[src/lpm_pkg.sv]
/*
 * lpm_pkg: constants and carrier types for the lcd/port function multiplexer.
 * Assumes a single 100 MHz clock and a 32-bit AHB-Lite register bus.
 */
`default_nettype none

package lpm_pkg;

	// ==========================================================
	// timing
	localparam int unsigned LPM_CLK_PERIOD_NS   = 10;
	localparam int unsigned LPM_LCD_FRAME_NS    = 10_000_000;  // 100 Hz frame
	localparam int unsigned LPM_LCD_SLOTS       = 6;           // 3 commons x 2 polarities
	localparam int unsigned LPM_FRAME_CYCLES    = LPM_LCD_FRAME_NS / LPM_CLK_PERIOD_NS;
	localparam int unsigned LPM_PWM_PERIOD_NS   = 114_000;     // 1 / 8.77 kHz
	localparam int unsigned LPM_PWM_STEPS       = 256;
	localparam int unsigned LPM_PWM_STEP_CYCLES =
		LPM_PWM_PERIOD_NS / LPM_CLK_PERIOD_NS / LPM_PWM_STEPS;

	// ==========================================================
	// register byte offsets
	localparam logic [7:0] LPM_REG_PCW_BASE = 8'h00;  // 16 words, read back
	localparam logic [7:0] LPM_REG_PCW_CMD  = 8'h40;  // port number + value
	localparam logic [7:0] LPM_REG_STATUS   = 8'h44;
	localparam logic [7:0] LPM_REG_BEEP     = 8'h48;
	localparam logic [7:0] LPM_REG_LATCH    = 8'h4c;
	localparam logic [7:0] LPM_REG_PWM      = 8'h50;
	localparam logic [7:0] LPM_REG_SEG0     = 8'h58;
	localparam logic [7:0] LPM_REG_SEG1     = 8'h5c;
	localparam logic [7:0] LPM_REG_SEG2     = 8'h60;
	localparam logic [7:0] LPM_REG_PIN_IN   = 8'h64;

	// ==========================================================
	// port control word numbers and bits
	localparam logic [3:0] LPM_PCW_SIO_SEL = 4'h0;
	localparam logic [3:0] LPM_PCW_K_DIR   = 4'h2;
	localparam logic [3:0] LPM_PCW_EDGE    = 4'h3;
	localparam logic [3:0] LPM_PCW_E_DIR   = 4'h4;
	localparam logic [3:0] LPM_PCW_F_DIR   = 4'h5;
	localparam logic [3:0] LPM_PCW_J_SEL   = 4'h9;
	localparam logic [3:0] LPM_PCW_M_DIR   = 4'hc;
	localparam logic [3:0] LPM_PCW_E_SEG   = 4'hd;
	localparam logic [3:0] LPM_PCW_GRP_SEG = 4'he;
	localparam logic [3:0] LPM_PCW_RESET   = 4'h0;
	localparam int unsigned LPM_SIO1_BIT   = 1;
	localparam int unsigned LPM_SIO2_BIT   = 2;
	localparam int unsigned LPM_SEG_F_BIT  = 0;
	localparam int unsigned LPM_SEG_M_BIT  = 1;
	localparam int unsigned LPM_SEG_N_BIT  = 2;
	localparam int unsigned LPM_BEEP_ROUTE = 3;

	// status bits
	localparam int unsigned LPM_ST_MASTER  = 0;
	localparam int unsigned LPM_ST_IRQ_A   = 1;
	localparam int unsigned LPM_ST_IRQ_B   = 2;

	// port latch fields and reset value (open-drain bits released)
	localparam int unsigned LPM_LAT_J = 0;
	localparam int unsigned LPM_LAT_K = 4;
	localparam int unsigned LPM_LAT_E = 8;
	localparam int unsigned LPM_LAT_F = 12;
	localparam int unsigned LPM_LAT_M = 16;
	localparam int unsigned LPM_LAT_N = 20;
	localparam logic [23:0] LPM_LATCH_RESET = 24'h00000f;

	// ==========================================================
	// lcd drive levels
	localparam logic [1:0] LPM_LVL_VSS = 2'h0;
	localparam logic [1:0] LPM_LVL_1_3 = 2'h1;
	localparam logic [1:0] LPM_LVL_2_3 = 2'h2;
	localparam logic [1:0] LPM_LVL_VDD = 2'h3;

	typedef enum logic [1:0] {
		LPM_GRP_E = 2'b00,
		LPM_GRP_F = 2'b01,
		LPM_GRP_M = 2'b10,
		LPM_GRP_N = 2'b11
	} lpm_group_type;

	// one shared segment/port pin
	typedef struct packed {
		logic       seg_en;  // pin driven with lvl
		logic [1:0] lvl;     // lcd level when seg_en
		logic       out;     // port level when oe
		logic       oe;      // port driver on
	} lpm_pin_drive_type;

	// serial engine towards the pins
	typedef struct packed {
		logic sck_out;
		logic sck_oe;   // internal clock mode
		logic so;
	} lpm_sio_drv_type;

	// pins towards the serial engine
	typedef struct packed {
		logic sck_in;
		logic si;
	} lpm_sio_recv_type;

endpackage

`default_nettype wire

[src/lpm_port_mux.sv]
/*
 * lpm_port_mux: shared-function pin multiplexer with its register file.
 * Assumes an AHB-Lite master, pin inputs synchronous to hclk, and
 * external serial engines, beep divider and interrupt controller.
 */
`timescale 1ns/1ps
`default_nettype none

module lpm_port_mux
	import lpm_pkg::*;
#(
	parameter int unsigned FRAME_CYCLES = LPM_FRAME_CYCLES
) (
	input  wire logic                   hclk,
	input  wire logic                   hresetn,
	input  wire logic                   hsel,
	input  wire logic [31:0]            haddr,
	input  wire logic [1:0]             htrans,
	input  wire logic                   hwrite,
	input  wire logic [2:0]             hsize,
	input  wire logic [31:0]            hwdata,
	input  wire logic                   hready,
	output logic      [31:0]            hrdata,
	output logic                        hreadyout,
	output logic                        hresp,
	input  wire logic                   clock_stop,
	input  wire logic                   beep_tone,
	input  wire lpm_sio_drv_type        sio1_drv,
	input  wire lpm_sio_drv_type        sio2_drv,
	input  wire logic [3:0]             irq_port_in,
	input  wire logic [15:0]            shared_pin_in,
	output logic      [3:0]             open_drain_oe,
	output logic      [3:0]             irq_port_out,
	output logic      [3:0]             irq_port_oe,
	output logic                        ext_irq_a,
	output logic                        ext_irq_b,
	output logic      [2:0][1:0]        lcd_common,
	output logic      [31:0][1:0]       lcd_seg_level,
	output lpm_pin_drive_type [15:0]    shared_pin,
	output lpm_sio_recv_type            sio1_recv,
	output lpm_sio_recv_type            sio2_recv
);

	// ==========================================================
	// functions
	function automatic logic reg_hit(input logic [7:0] addr, input logic [7:0] off);
		reg_hit = (addr == off);
	endfunction

	// ==========================================================
	// register state
	logic [3:0]       pcw [16];
	logic [2:0]       status;
	logic [3:0]       beep_ctrl;
	logic [23:0]      latch;
	logic [31:0]      pwm_duty;
	logic [2:0][31:0] seg_data;
	logic             wr_pend;
	logic [7:0]       wr_addr;
	logic [19:0]      pin_in_view;

	// ==========================================================
	// ahb-lite slave: zero wait, always okay
	always_ff @(posedge hclk or negedge hresetn) begin
		if (!hresetn) begin
			hreadyout <= 1'b0;
			hresp     <= 1'b0;
		end else begin
			hreadyout <= 1'b1;
			hresp     <= 1'b0;
		end
	end

	// capture write address phase
	always_ff @(posedge hclk or negedge hresetn) begin
		if (!hresetn) begin
			wr_pend <= 1'b0;
			wr_addr <= 8'h00;
		end else if (hready) begin
			wr_pend <= hsel & htrans[1] & hwrite;
			wr_addr <= haddr[7:0];
		end
	end

	// read data, registered at the address phase; unmapped reads zero
	always_ff @(posedge hclk or negedge hresetn) begin
		if (!hresetn) begin
			hrdata <= 32'h00000000;
		end else if (hready && hsel && htrans[1] && !hwrite) begin
			if (haddr[7:6] == 2'b00) begin
				hrdata <= {28'h0000000, pcw[haddr[5:2]]};
			end else if (reg_hit(haddr[7:0], LPM_REG_STATUS)) begin
				hrdata <= {29'h00000000, status};
			end else if (reg_hit(haddr[7:0], LPM_REG_BEEP)) begin
				hrdata <= {28'h0000000, beep_ctrl};
			end else if (reg_hit(haddr[7:0], LPM_REG_LATCH)) begin
				hrdata <= {8'h00, latch};
			end else if (reg_hit(haddr[7:0], LPM_REG_PWM)) begin
				hrdata <= pwm_duty;
			end else if (reg_hit(haddr[7:0], LPM_REG_SEG0)) begin
				hrdata <= seg_data[0];
			end else if (reg_hit(haddr[7:0], LPM_REG_SEG1)) begin
				hrdata <= seg_data[1];
			end else if (reg_hit(haddr[7:0], LPM_REG_SEG2)) begin
				hrdata <= seg_data[2];
			end else if (reg_hit(haddr[7:0], LPM_REG_PIN_IN)) begin
				hrdata <= {12'h000, pin_in_view};
			end else begin
				hrdata <= 32'h00000000;
			end
		end
	end

	// port control words: one command write replaces one whole word
	always_ff @(posedge hclk or negedge hresetn) begin
		if (!hresetn) begin
			for (int i = 0; i < 16; i++) begin
				pcw[i] <= LPM_PCW_RESET;
			end
		end else if (wr_pend && reg_hit(wr_addr, LPM_REG_PCW_CMD)) begin
			pcw[hwdata[7:4]] <= hwdata[3:0];
		end
	end

	// status, beep and data registers; latches never touched by pcw writes
	always_ff @(posedge hclk or negedge hresetn) begin
		if (!hresetn) begin
			status    <= 3'h0;
			beep_ctrl <= 4'h0;
			latch     <= LPM_LATCH_RESET;
			pwm_duty  <= 32'h00000000;
			seg_data  <= '0;
		end else if (wr_pend) begin
			if (reg_hit(wr_addr, LPM_REG_STATUS)) begin
				status <= hwdata[2:0];
			end else if (reg_hit(wr_addr, LPM_REG_BEEP)) begin
				beep_ctrl <= hwdata[3:0];
			end else if (reg_hit(wr_addr, LPM_REG_LATCH)) begin
				latch <= hwdata[23:0];
			end else if (reg_hit(wr_addr, LPM_REG_PWM)) begin
				pwm_duty <= hwdata;
			end else if (reg_hit(wr_addr, LPM_REG_SEG0)) begin
				seg_data[0] <= hwdata;
			end else if (reg_hit(wr_addr, LPM_REG_SEG1)) begin
				seg_data[1] <= hwdata;
			end else if (reg_hit(wr_addr, LPM_REG_SEG2)) begin
				seg_data[2] <= hwdata;
			end
		end
	end

	// ==========================================================
	// open-drain pwm pins
	logic [3:0] pwm_high;
	logic [3:0] next_od_oe;

	genvar gp;
	generate
		for (gp = 0; gp < 4; gp++) begin : g_pwm
			lpm_pwm_chan u_pwm (
				.hclk     (hclk),
				.hresetn  (hresetn),
				.duty     (pwm_duty[gp*8 +: 8]),
				.pwm_high (pwm_high[gp])
			);

			// transistor on pulls the pin low
			always_comb begin
				if (clock_stop) begin
					next_od_oe[gp] = 1'b0;
				end else if (pcw[LPM_PCW_J_SEL][gp]) begin
					next_od_oe[gp] = ~pwm_high[gp];
				end else begin
					next_od_oe[gp] = ~latch[LPM_LAT_J + gp];
				end
			end
		end
	endgenerate

	// open-drain enables
	always_ff @(posedge hclk or negedge hresetn) begin
		if (!hresetn) begin
			open_drain_oe <= 4'h0;
		end else begin
			open_drain_oe <= next_od_oe;
		end
	end

	// ==========================================================
	// interrupt-capable port
	logic [3:0] irq_en_pin;
	logic [3:0] next_k_oe;
	logic [3:0] k_in_live;
	logic [3:0] k_prev;
	logic [1:0] k_edge;

	assign irq_en_pin = {2'b00, status[LPM_ST_IRQ_B], status[LPM_ST_IRQ_A]};
	assign next_k_oe  = clock_stop ? 4'h0 :
		(pcw[LPM_PCW_K_DIR] & ~irq_en_pin);
	assign k_in_live  = clock_stop ? 4'h0 : (irq_port_in & ~irq_port_oe);

	// per-pin edge choice: 1 rising, 0 falling
	assign k_edge[0] = pcw[LPM_PCW_EDGE][0] ? (k_in_live[0] & ~k_prev[0]) :
		(~k_in_live[0] & k_prev[0]);
	assign k_edge[1] = pcw[LPM_PCW_EDGE][1] ? (k_in_live[1] & ~k_prev[1]) :
		(~k_in_live[1] & k_prev[1]);

	// port drivers and edge history
	always_ff @(posedge hclk or negedge hresetn) begin
		if (!hresetn) begin
			irq_port_oe  <= 4'h0;
			irq_port_out <= 4'h0;
			k_prev       <= 4'h0;
		end else begin
			irq_port_oe  <= next_k_oe;
			irq_port_out <= latch[LPM_LAT_K +: 4];
			k_prev       <= k_in_live;
		end
	end

	// interrupt requests, one-cycle pulses
	always_ff @(posedge hclk or negedge hresetn) begin
		if (!hresetn) begin
			ext_irq_a <= 1'b0;
			ext_irq_b <= 1'b0;
		end else begin
			ext_irq_a <= k_edge[0] & status[LPM_ST_IRQ_A] & status[LPM_ST_MASTER];
			ext_irq_b <= k_edge[1] & status[LPM_ST_IRQ_B] & status[LPM_ST_MASTER];
		end
	end

	// ==========================================================
	// lcd waveforms
	lpm_lcd_wave #(
		.FRAME_CYCLES (FRAME_CYCLES)
	) u_lcd (
		.hclk     (hclk),
		.hresetn  (hresetn),
		.run      (~clock_stop),
		.seg_data (seg_data),
		.com_lvl  (lcd_common),
		.seg_lvl  (lcd_seg_level)
	);

	// ==========================================================
	// shared segment / port pins
	lpm_pin_drive_type [15:0] next_pin;
	logic [15:0]              seg_mode;
	logic [15:0]              port_in_live;
	logic                     sio1_on;
	logic                     sio2_on;

	assign sio1_on = pcw[LPM_PCW_SIO_SEL][LPM_SIO1_BIT];
	assign sio2_on = pcw[LPM_PCW_SIO_SEL][LPM_SIO2_BIT];

	genvar gs;
	generate
		for (gs = 0; gs < 16; gs++) begin : g_shared
			localparam lpm_group_type GRP = lpm_group_type'(gs / 4);
			localparam int unsigned   B   = gs % 4;

			// segment or port per pin / group
			always_comb begin
				case (GRP)
					LPM_GRP_E: seg_mode[gs] = ~pcw[LPM_PCW_E_SEG][B];
					LPM_GRP_F: seg_mode[gs] = ~pcw[LPM_PCW_GRP_SEG][LPM_SEG_F_BIT];
					LPM_GRP_M: seg_mode[gs] = ~pcw[LPM_PCW_GRP_SEG][LPM_SEG_M_BIT];
					default:   seg_mode[gs] = ~pcw[LPM_PCW_GRP_SEG][LPM_SEG_N_BIT];
				endcase
			end

			// pin drive per function
			always_comb begin
				next_pin[gs] = '0;
				if (seg_mode[gs]) begin
					next_pin[gs].seg_en = 1'b1;
					next_pin[gs].lvl    = clock_stop ? LPM_LVL_VSS : lcd_seg_level[16 + gs];
				end else if (clock_stop) begin
					next_pin[gs] = '0;
				end else begin
					case (GRP)
						LPM_GRP_E: begin
							next_pin[gs].out = latch[LPM_LAT_E + B];
							next_pin[gs].oe  = pcw[LPM_PCW_E_DIR][B];
							if (sio2_on && B == 1) begin
								next_pin[gs].out = sio2_drv.sck_out;
								next_pin[gs].oe  = sio2_drv.sck_oe;
							end else if (sio2_on && B == 2) begin
								next_pin[gs].out = sio2_drv.so;
								next_pin[gs].oe  = 1'b1;
							end else if (sio2_on && B == 3) begin
								next_pin[gs].oe  = 1'b0;
							end
						end
						LPM_GRP_F: begin
							next_pin[gs].out = latch[LPM_LAT_F + B];
							next_pin[gs].oe  = pcw[LPM_PCW_F_DIR][B];
							if (sio1_on && B == 1) begin
								next_pin[gs].out = sio1_drv.sck_out;
								next_pin[gs].oe  = sio1_drv.sck_oe;
							end else if (sio1_on && B == 2) begin
								next_pin[gs].out = sio1_drv.so;
								next_pin[gs].oe  = 1'b1;
							end else if (sio1_on && B == 3) begin
								next_pin[gs].oe  = 1'b0;
							end
						end
						LPM_GRP_M: begin
							next_pin[gs].out = latch[LPM_LAT_M + B];
							next_pin[gs].oe  = pcw[LPM_PCW_M_DIR][B];
						end
						default: begin
							next_pin[gs].oe = 1'b1;
							if (B == 0 && beep_ctrl[LPM_BEEP_ROUTE]) begin
								next_pin[gs].out = beep_tone;
							end else begin
								next_pin[gs].out = latch[LPM_LAT_N + B];
							end
						end
					endcase
				end
			end

			// input seen only on an undriven port pin outside clock stop
			assign port_in_live[gs] = ~seg_mode[gs] & ~clock_stop &
				~shared_pin[gs].oe & shared_pin_in[gs];
		end
	endgenerate

	// shared pin drivers
	always_ff @(posedge hclk or negedge hresetn) begin
		if (!hresetn) begin
			shared_pin <= '0;
		end else begin
			shared_pin <= next_pin;
		end
	end

	// serial receive side
	always_ff @(posedge hclk or negedge hresetn) begin
		if (!hresetn) begin
			sio1_recv <= '0;
			sio2_recv <= '0;
		end else begin
			sio1_recv.sck_in <= sio1_on & port_in_live[5];
			sio1_recv.si     <= sio1_on & port_in_live[7];
			sio2_recv.sck_in <= sio2_on & port_in_live[1];
			sio2_recv.si     <= sio2_on & port_in_live[3];
		end
	end

	assign pin_in_view = {port_in_live, k_in_live};

endmodule

`default_nettype wire

[src/lpm_pwm_chan.sv]
/*
 * lpm_pwm_chan: one 8-bit pwm channel for an open-drain pin.
 * Assumes the duty value is held stable by its register.
 */
`timescale 1ns/1ps
`default_nettype none

module lpm_pwm_chan
	import lpm_pkg::*;
(
	input  wire logic       hclk,
	input  wire logic       hresetn,
	input  wire logic [7:0] duty,
	output logic            pwm_high
);

	// ==========================================================
	// period counters
	logic [15:0] step_cnt;
	logic [7:0]  phase;
	logic [7:0]  active_duty;
	logic        step_end;

	assign step_end = (step_cnt == 16'(LPM_PWM_STEP_CYCLES - 1));

	// step prescaler and phase
	always_ff @(posedge hclk or negedge hresetn) begin
		if (!hresetn) begin
			step_cnt <= 16'h0000;
			phase    <= 8'h00;
		end else if (step_end) begin
			step_cnt <= 16'h0000;
			phase    <= phase + 8'h01;
		end else begin
			step_cnt <= step_cnt + 16'h0001;
		end
	end

	// new duty taken only at period end
	always_ff @(posedge hclk or negedge hresetn) begin
		if (!hresetn) begin
			active_duty <= 8'h00;
		end else if (step_end && phase == 8'hff) begin
			active_duty <= duty;
		end
	end

	// output level
	always_ff @(posedge hclk or negedge hresetn) begin
		if (!hresetn) begin
			pwm_high <= 1'b0;
		end else begin
			pwm_high <= (phase < active_duty);
		end
	end

endmodule

`default_nettype wire

[src/lpm_lcd_wave.sv]
/*
 * lpm_lcd_wave: 1/3 duty, 1/3 bias common and segment waveforms.
 * Assumes segment data held in registers, one 32-bit word per common.
 */
`timescale 1ns/1ps
`default_nettype none

module lpm_lcd_wave
	import lpm_pkg::*;
#(
	parameter int unsigned FRAME_CYCLES = LPM_FRAME_CYCLES
) (
	input  wire logic             hclk,
	input  wire logic             hresetn,
	input  wire logic             run,
	input  wire logic [2:0][31:0] seg_data,
	output logic      [2:0][1:0]  com_lvl,
	output logic      [31:0][1:0] seg_lvl
);

	localparam int unsigned SLOT_CYCLES = FRAME_CYCLES / LPM_LCD_SLOTS;

	// ==========================================================
	// slot timing
	logic [31:0] cnt;
	logic [2:0]  slot;
	logic [1:0]  active;
	logic        neg;

	assign neg    = (slot >= 3'd3);
	assign active = neg ? 2'(slot - 3'd3) : slot[1:0];

	// six slots per 100 Hz frame
	always_ff @(posedge hclk or negedge hresetn) begin
		if (!hresetn) begin
			cnt  <= 32'h00000000;
			slot <= 3'h0;
		end else if (cnt == SLOT_CYCLES - 1) begin
			cnt  <= 32'h00000000;
			slot <= (slot == 3'd5) ? 3'h0 : slot + 3'h1;
		end else begin
			cnt <= cnt + 32'h00000001;
		end
	end

	// commons: full swing when active, 1/3 or 2/3 otherwise
	always_ff @(posedge hclk or negedge hresetn) begin
		if (!hresetn) begin
			com_lvl <= '0;
		end else begin
			for (int c = 0; c < 3; c++) begin
				if (!run) begin
					com_lvl[c] <= LPM_LVL_VSS;
				end else if (active == 2'(c)) begin
					com_lvl[c] <= neg ? LPM_LVL_VSS : LPM_LVL_VDD;
				end else begin
					com_lvl[c] <= neg ? LPM_LVL_2_3 : LPM_LVL_1_3;
				end
			end
		end
	end

	// segments: opposite swing when lit
	always_ff @(posedge hclk or negedge hresetn) begin
		if (!hresetn) begin
			seg_lvl <= '0;
		end else begin
			for (int s = 0; s < 32; s++) begin
				if (!run) begin
					seg_lvl[s] <= LPM_LVL_VSS;
				end else if (seg_data[active][s]) begin
					seg_lvl[s] <= neg ? LPM_LVL_VDD : LPM_LVL_VSS;
				end else begin
					seg_lvl[s] <= neg ? LPM_LVL_1_3 : LPM_LVL_2_3;
				end
			end
		end
	end

endmodule

`default_nettype wire

[config.mk]
export PLATFORM = sky130hd
export DESIGN_NAME = lpm_port_mux
export DESIGN_NICKNAME = d
export VERILOG_FILES = /design/src/lpm_pkg.sv /design/src/lpm_port_mux.sv /design/src/lpm_pwm_chan.sv /design/src/lpm_lcd_wave.sv
export SDC_FILE = /design/constraint.sdc
export NUM_CORES = 1
export LEC_CHECK = 0
export BUFFER_PORTS_ARGS = -buffer_cell sky130_fd_sc_hd__buf_2
export CAP_MARGIN = 30
export CORE_MARGIN = 4
export CORE_UTILIZATION = 51
export CTS_BUF_LIST = sky130_fd_sc_hd__clkbuf_4 sky130_fd_sc_hd__clkbuf_8
export DETAILED_ROUTE_END_ITERATION = 7
export PLACE_DENSITY = 0.74
export SLEW_MARGIN = 20
export SYNTH_ARGS = -nofsm -noshare
export SYNTH_HDL_FRONTEND = slang
export SYNTH_SLANG_ARGS = --single-unit
[constraint.sdc]
create_clock -name hclk -period 2.1 [get_ports hclk]
set_input_delay 0.105 -clock hclk [delete_from_list [all_inputs] [get_ports hclk]]
set_output_delay 0.105 -clock hclk [all_outputs]
set_load 0.05 [all_outputs]
==> metrics.txt <==
H-tree levels 3; GRT overflow 0; R2R Setup Slk -0.17 ns; Clk pin slew, worst setup/hold paths approximately 0.070 ns; layout cells sized above 1 0.357; CTS max path bufs 3; relative slew slack 0.521; Final HPWL DP just under 50 mm; critical path peak fanout 4; Setup CP Type reg -> reg; failing checks negative setup slack; clk root buf clkbuf_8; HP Class in -> reg; HP Start irq_port_in[3]; Routed Antenna Nets 0; initial drt markers between 1500 and 2000; DR WL/cell about 22 µm; clock network latency to the later pin of the worst-skew pair 0.69 ns; FP Rows 80; Critical Path AT about 2.8 ns; via density per instance roughly 5.8; CTS tree yes; worst-margin pin slew a little over 0.7 ns; Netlist cell types slightly below 80; I/O pin cnt about 300; worst hold slack between 0.04 and 0.05 ns; Die W 229 µm; Clock Skew about 0.04 ns; vias in the first global route 19000; Post-synth EDFFs 0; Setup crit end kind register; synth cell count leaders dfrtp_1 (544), mux2_2 (254), nand2_1 (207); Cells after Synth 2116; max-cap viol count 0; top cells by area, synth dfrtp_1 (55%), mux2_2 (12%), nand2_1 (3.1%); count leader, synth dfrtp_1; Leak around 15 nW; sequential cell area roughly 14000 µm²; ys flop type dfrtp_1; Async SR Flop Fraction 1.00; Worst EP required ~2.6 ns; initial antenna violation count 3; Startpoint Class register; Vias between 15000 and 20000; status finished, violations left; PortBufs 274; DRC viols 0; worst setup margin -0.167 ns; Pre-Repair DR Iteration Count 7; Area Overhead vs Synth 24.2%; Worst R2R Start wr_addr[1]$_DFFE_PN0P_; CTS Sinks about 550; first-pass GRT wire length between 100 and 150 mm; Synth warnings 0; pwr dens between 700 and 800 nW/µm²; Final GP Congestion ~0.92; top cell type's share of synthesized area 0.548; FF+latch count, synth 548; FF-to-FF End pcw[44]$_DFFE_PN0P_; fin crit share 1.08; pin count of the biggest net entering global routing 82; Overall Power 22.5 mW; Yosys top cell by area dfrtp_1; # setup viols final 108; Die Span Y 229 µm; Fmax ~440 MHz; Max Slew Vio Count 0; die area around 52000 µm²; R2R depth 7; filler cell count approximately 3500; final hold violation count 0; total track usage 0.267; Avg Cell Area, Syn between 10 and 15 µm²; Synth Net Count between 2000 and 2500; CTS Buf Count 91; hold path depth 5; Hold Path End hrdata[3]$_DFFE_PN0P_; WL final just over 70 mm; RSZ-0062 raised after global routing true; core outline area between 40000 and 50000 µm²; Initial Utilization 0.518; area occupied by multi-input gates 10700 µm²; maximum vdd drop between 0.0004 and 0.0005 V; synthesized cell area 24900 µm²; Final #Nets 2690; minimum clock period between 2 and 2.5 ns; sequential fraction of the synthesis area 0.552
[logic make-up after synthesis]
group / share of synthesized area
AO/OA/AOI/OAI: 0.0680
XOR/XNOR: 0.0402
adder cells (fa/ha/maj): 0.0206
buffers and inverters: 0.0409
flip-flops: 0.552
multiplexers: 0.152
other: 0.000302
AND/OR/NAND/NOR: 0.126
[how the worst max path moves through the flow]
stage | startpoint | to | depth (start not counted)
5_1_grt | wr_addr[1]$_DFFE_PN0P_ | pcw[26]$_DFFE_PN0P_ | 7
2_1_floorplan | u_lcd.slot[1]$_DFFE_PN0N_ | u_lcd.seg_lvl[61]$_DFF_PN0_ | 9
4_1_cts | wr_addr[1]$_DFFE_PN0P_ | pcw[44]$_DFFE_PN0P_ | 7
3_3_place_gp | wr_addr[1]$_DFFE_PN0P_ | pcw[62]$_DFFE_PN0P_ | 7
3_5_place_dp | wr_addr[1]$_DFFE_PN0P_ | pcw[46]$_DFFE_PN0P_ | 6
6_report | wr_addr[1]$_DFFE_PN0P_ | pcw[44]$_DFFE_PN0P_ | 7
[critical path, cell delays in order, from the launching register on]
cell     delay [ns]
dfrtp_1        0.39
or3_4          0.41
nor4_4         0.22
and3b_2        0.30
buf_6          0.12
nand2_4        0.07
nor3_4         0.24
mux2_2         0.38
[flip-flops by register name, summed over array words and instances, names as in the netlist, 8 cells and up]
name	flops
pcw	64
shared_pin	59
u_lcd.seg_lvl	33
g_pwm.u_pwm.step_cnt	64
g_pwm.u_pwm.active_duty	32
pwm_duty	32
wr_addr	8
latch	24
hrdata	32
u_lcd.cnt	32
seg_data	96
g_pwm.u_pwm.phase	32
[stage by stage]
stage / util / cells / setup TNS [ns] / worst slack (ns) / cell area, µm²
global route: 0.644 / 3238 / -15.21 / -0.214 / 30900
global placement: 0.574 / 2990 / -1.06 / -0.100 / 27500
detailed placement: 0.574 / 2990 / -2.56 / -0.133 / 27500
CTS: 0.633 / 3228 / -3.74 / -0.100 / 30400
finish: 0.644 / 3238 / -9.88 / -0.167 / 30900
floorplan: - / 2116 / 0 / 0.0136 / 24900
[repair_timing]
item,in CTS,in global routing
resized for setup,34,102
hold buffers,65,1
pin swaps,5,14
buffers inserted,5,4
endpoints found under the setup margin,68,165
cloned,1,3
hold endpoints to repair,719,2
[layout by cell type (no fill, tap or decap), types with 28 or more instances in the layout]
cell type,instances
dfrtp_1,544
buf_2,273
mux2_2,206
nand2_1,204
nor2_1,124
clkbuf_8,118
buf_4,109
a21oi_1,89
xnor2_1,75
dlygate4sd3_1,65
o21ai_0,59
inv_1,54
mux2i_1,52
mux2_4,49
xor2_1,39
ha_1,38
and2_1,36
nand3_1,33
clkbuf_4,32
nand4_1,29
and3_1,28
[metal layers]
layer / share of wire / global-route usage / wire (µm)
met1: 0.40 / 0.353 / 28700
met2: 0.47 / 0.425 / 34100
met4: 0.051 / 0.135 / 3710
met3: 0.079 / 0.0507 / 5670
met5: 0.00018 / 0 / 13
[power breakdown]
part | switching, mW | total, mW | internal, mW | leakage (nW)
Sequential | 0.208 | 11.0 | 10.8 | 7.22
Clock | 4.29 | 10.0 | 5.73 | 1.05
Combinational | 0.964 | 1.51 | 0.550 | 6.50
Total | 5.46 | 22.5 | 17.1 | 14.8
[final cells by class]
cell class | count | share of cell area
diodes | 2 | 0.000162
clock buffers | 150 | 0.0604
clock inverters | 17 | 0.00409
inverters | 54 | 0.00657
multi-input cells | 1366 | 0.345
flip-flops and latches | 548 | 0.444
well taps | 615 | 0.0249
repair buffers | 486 | 0.114
(Power assumes the default switching activity.)
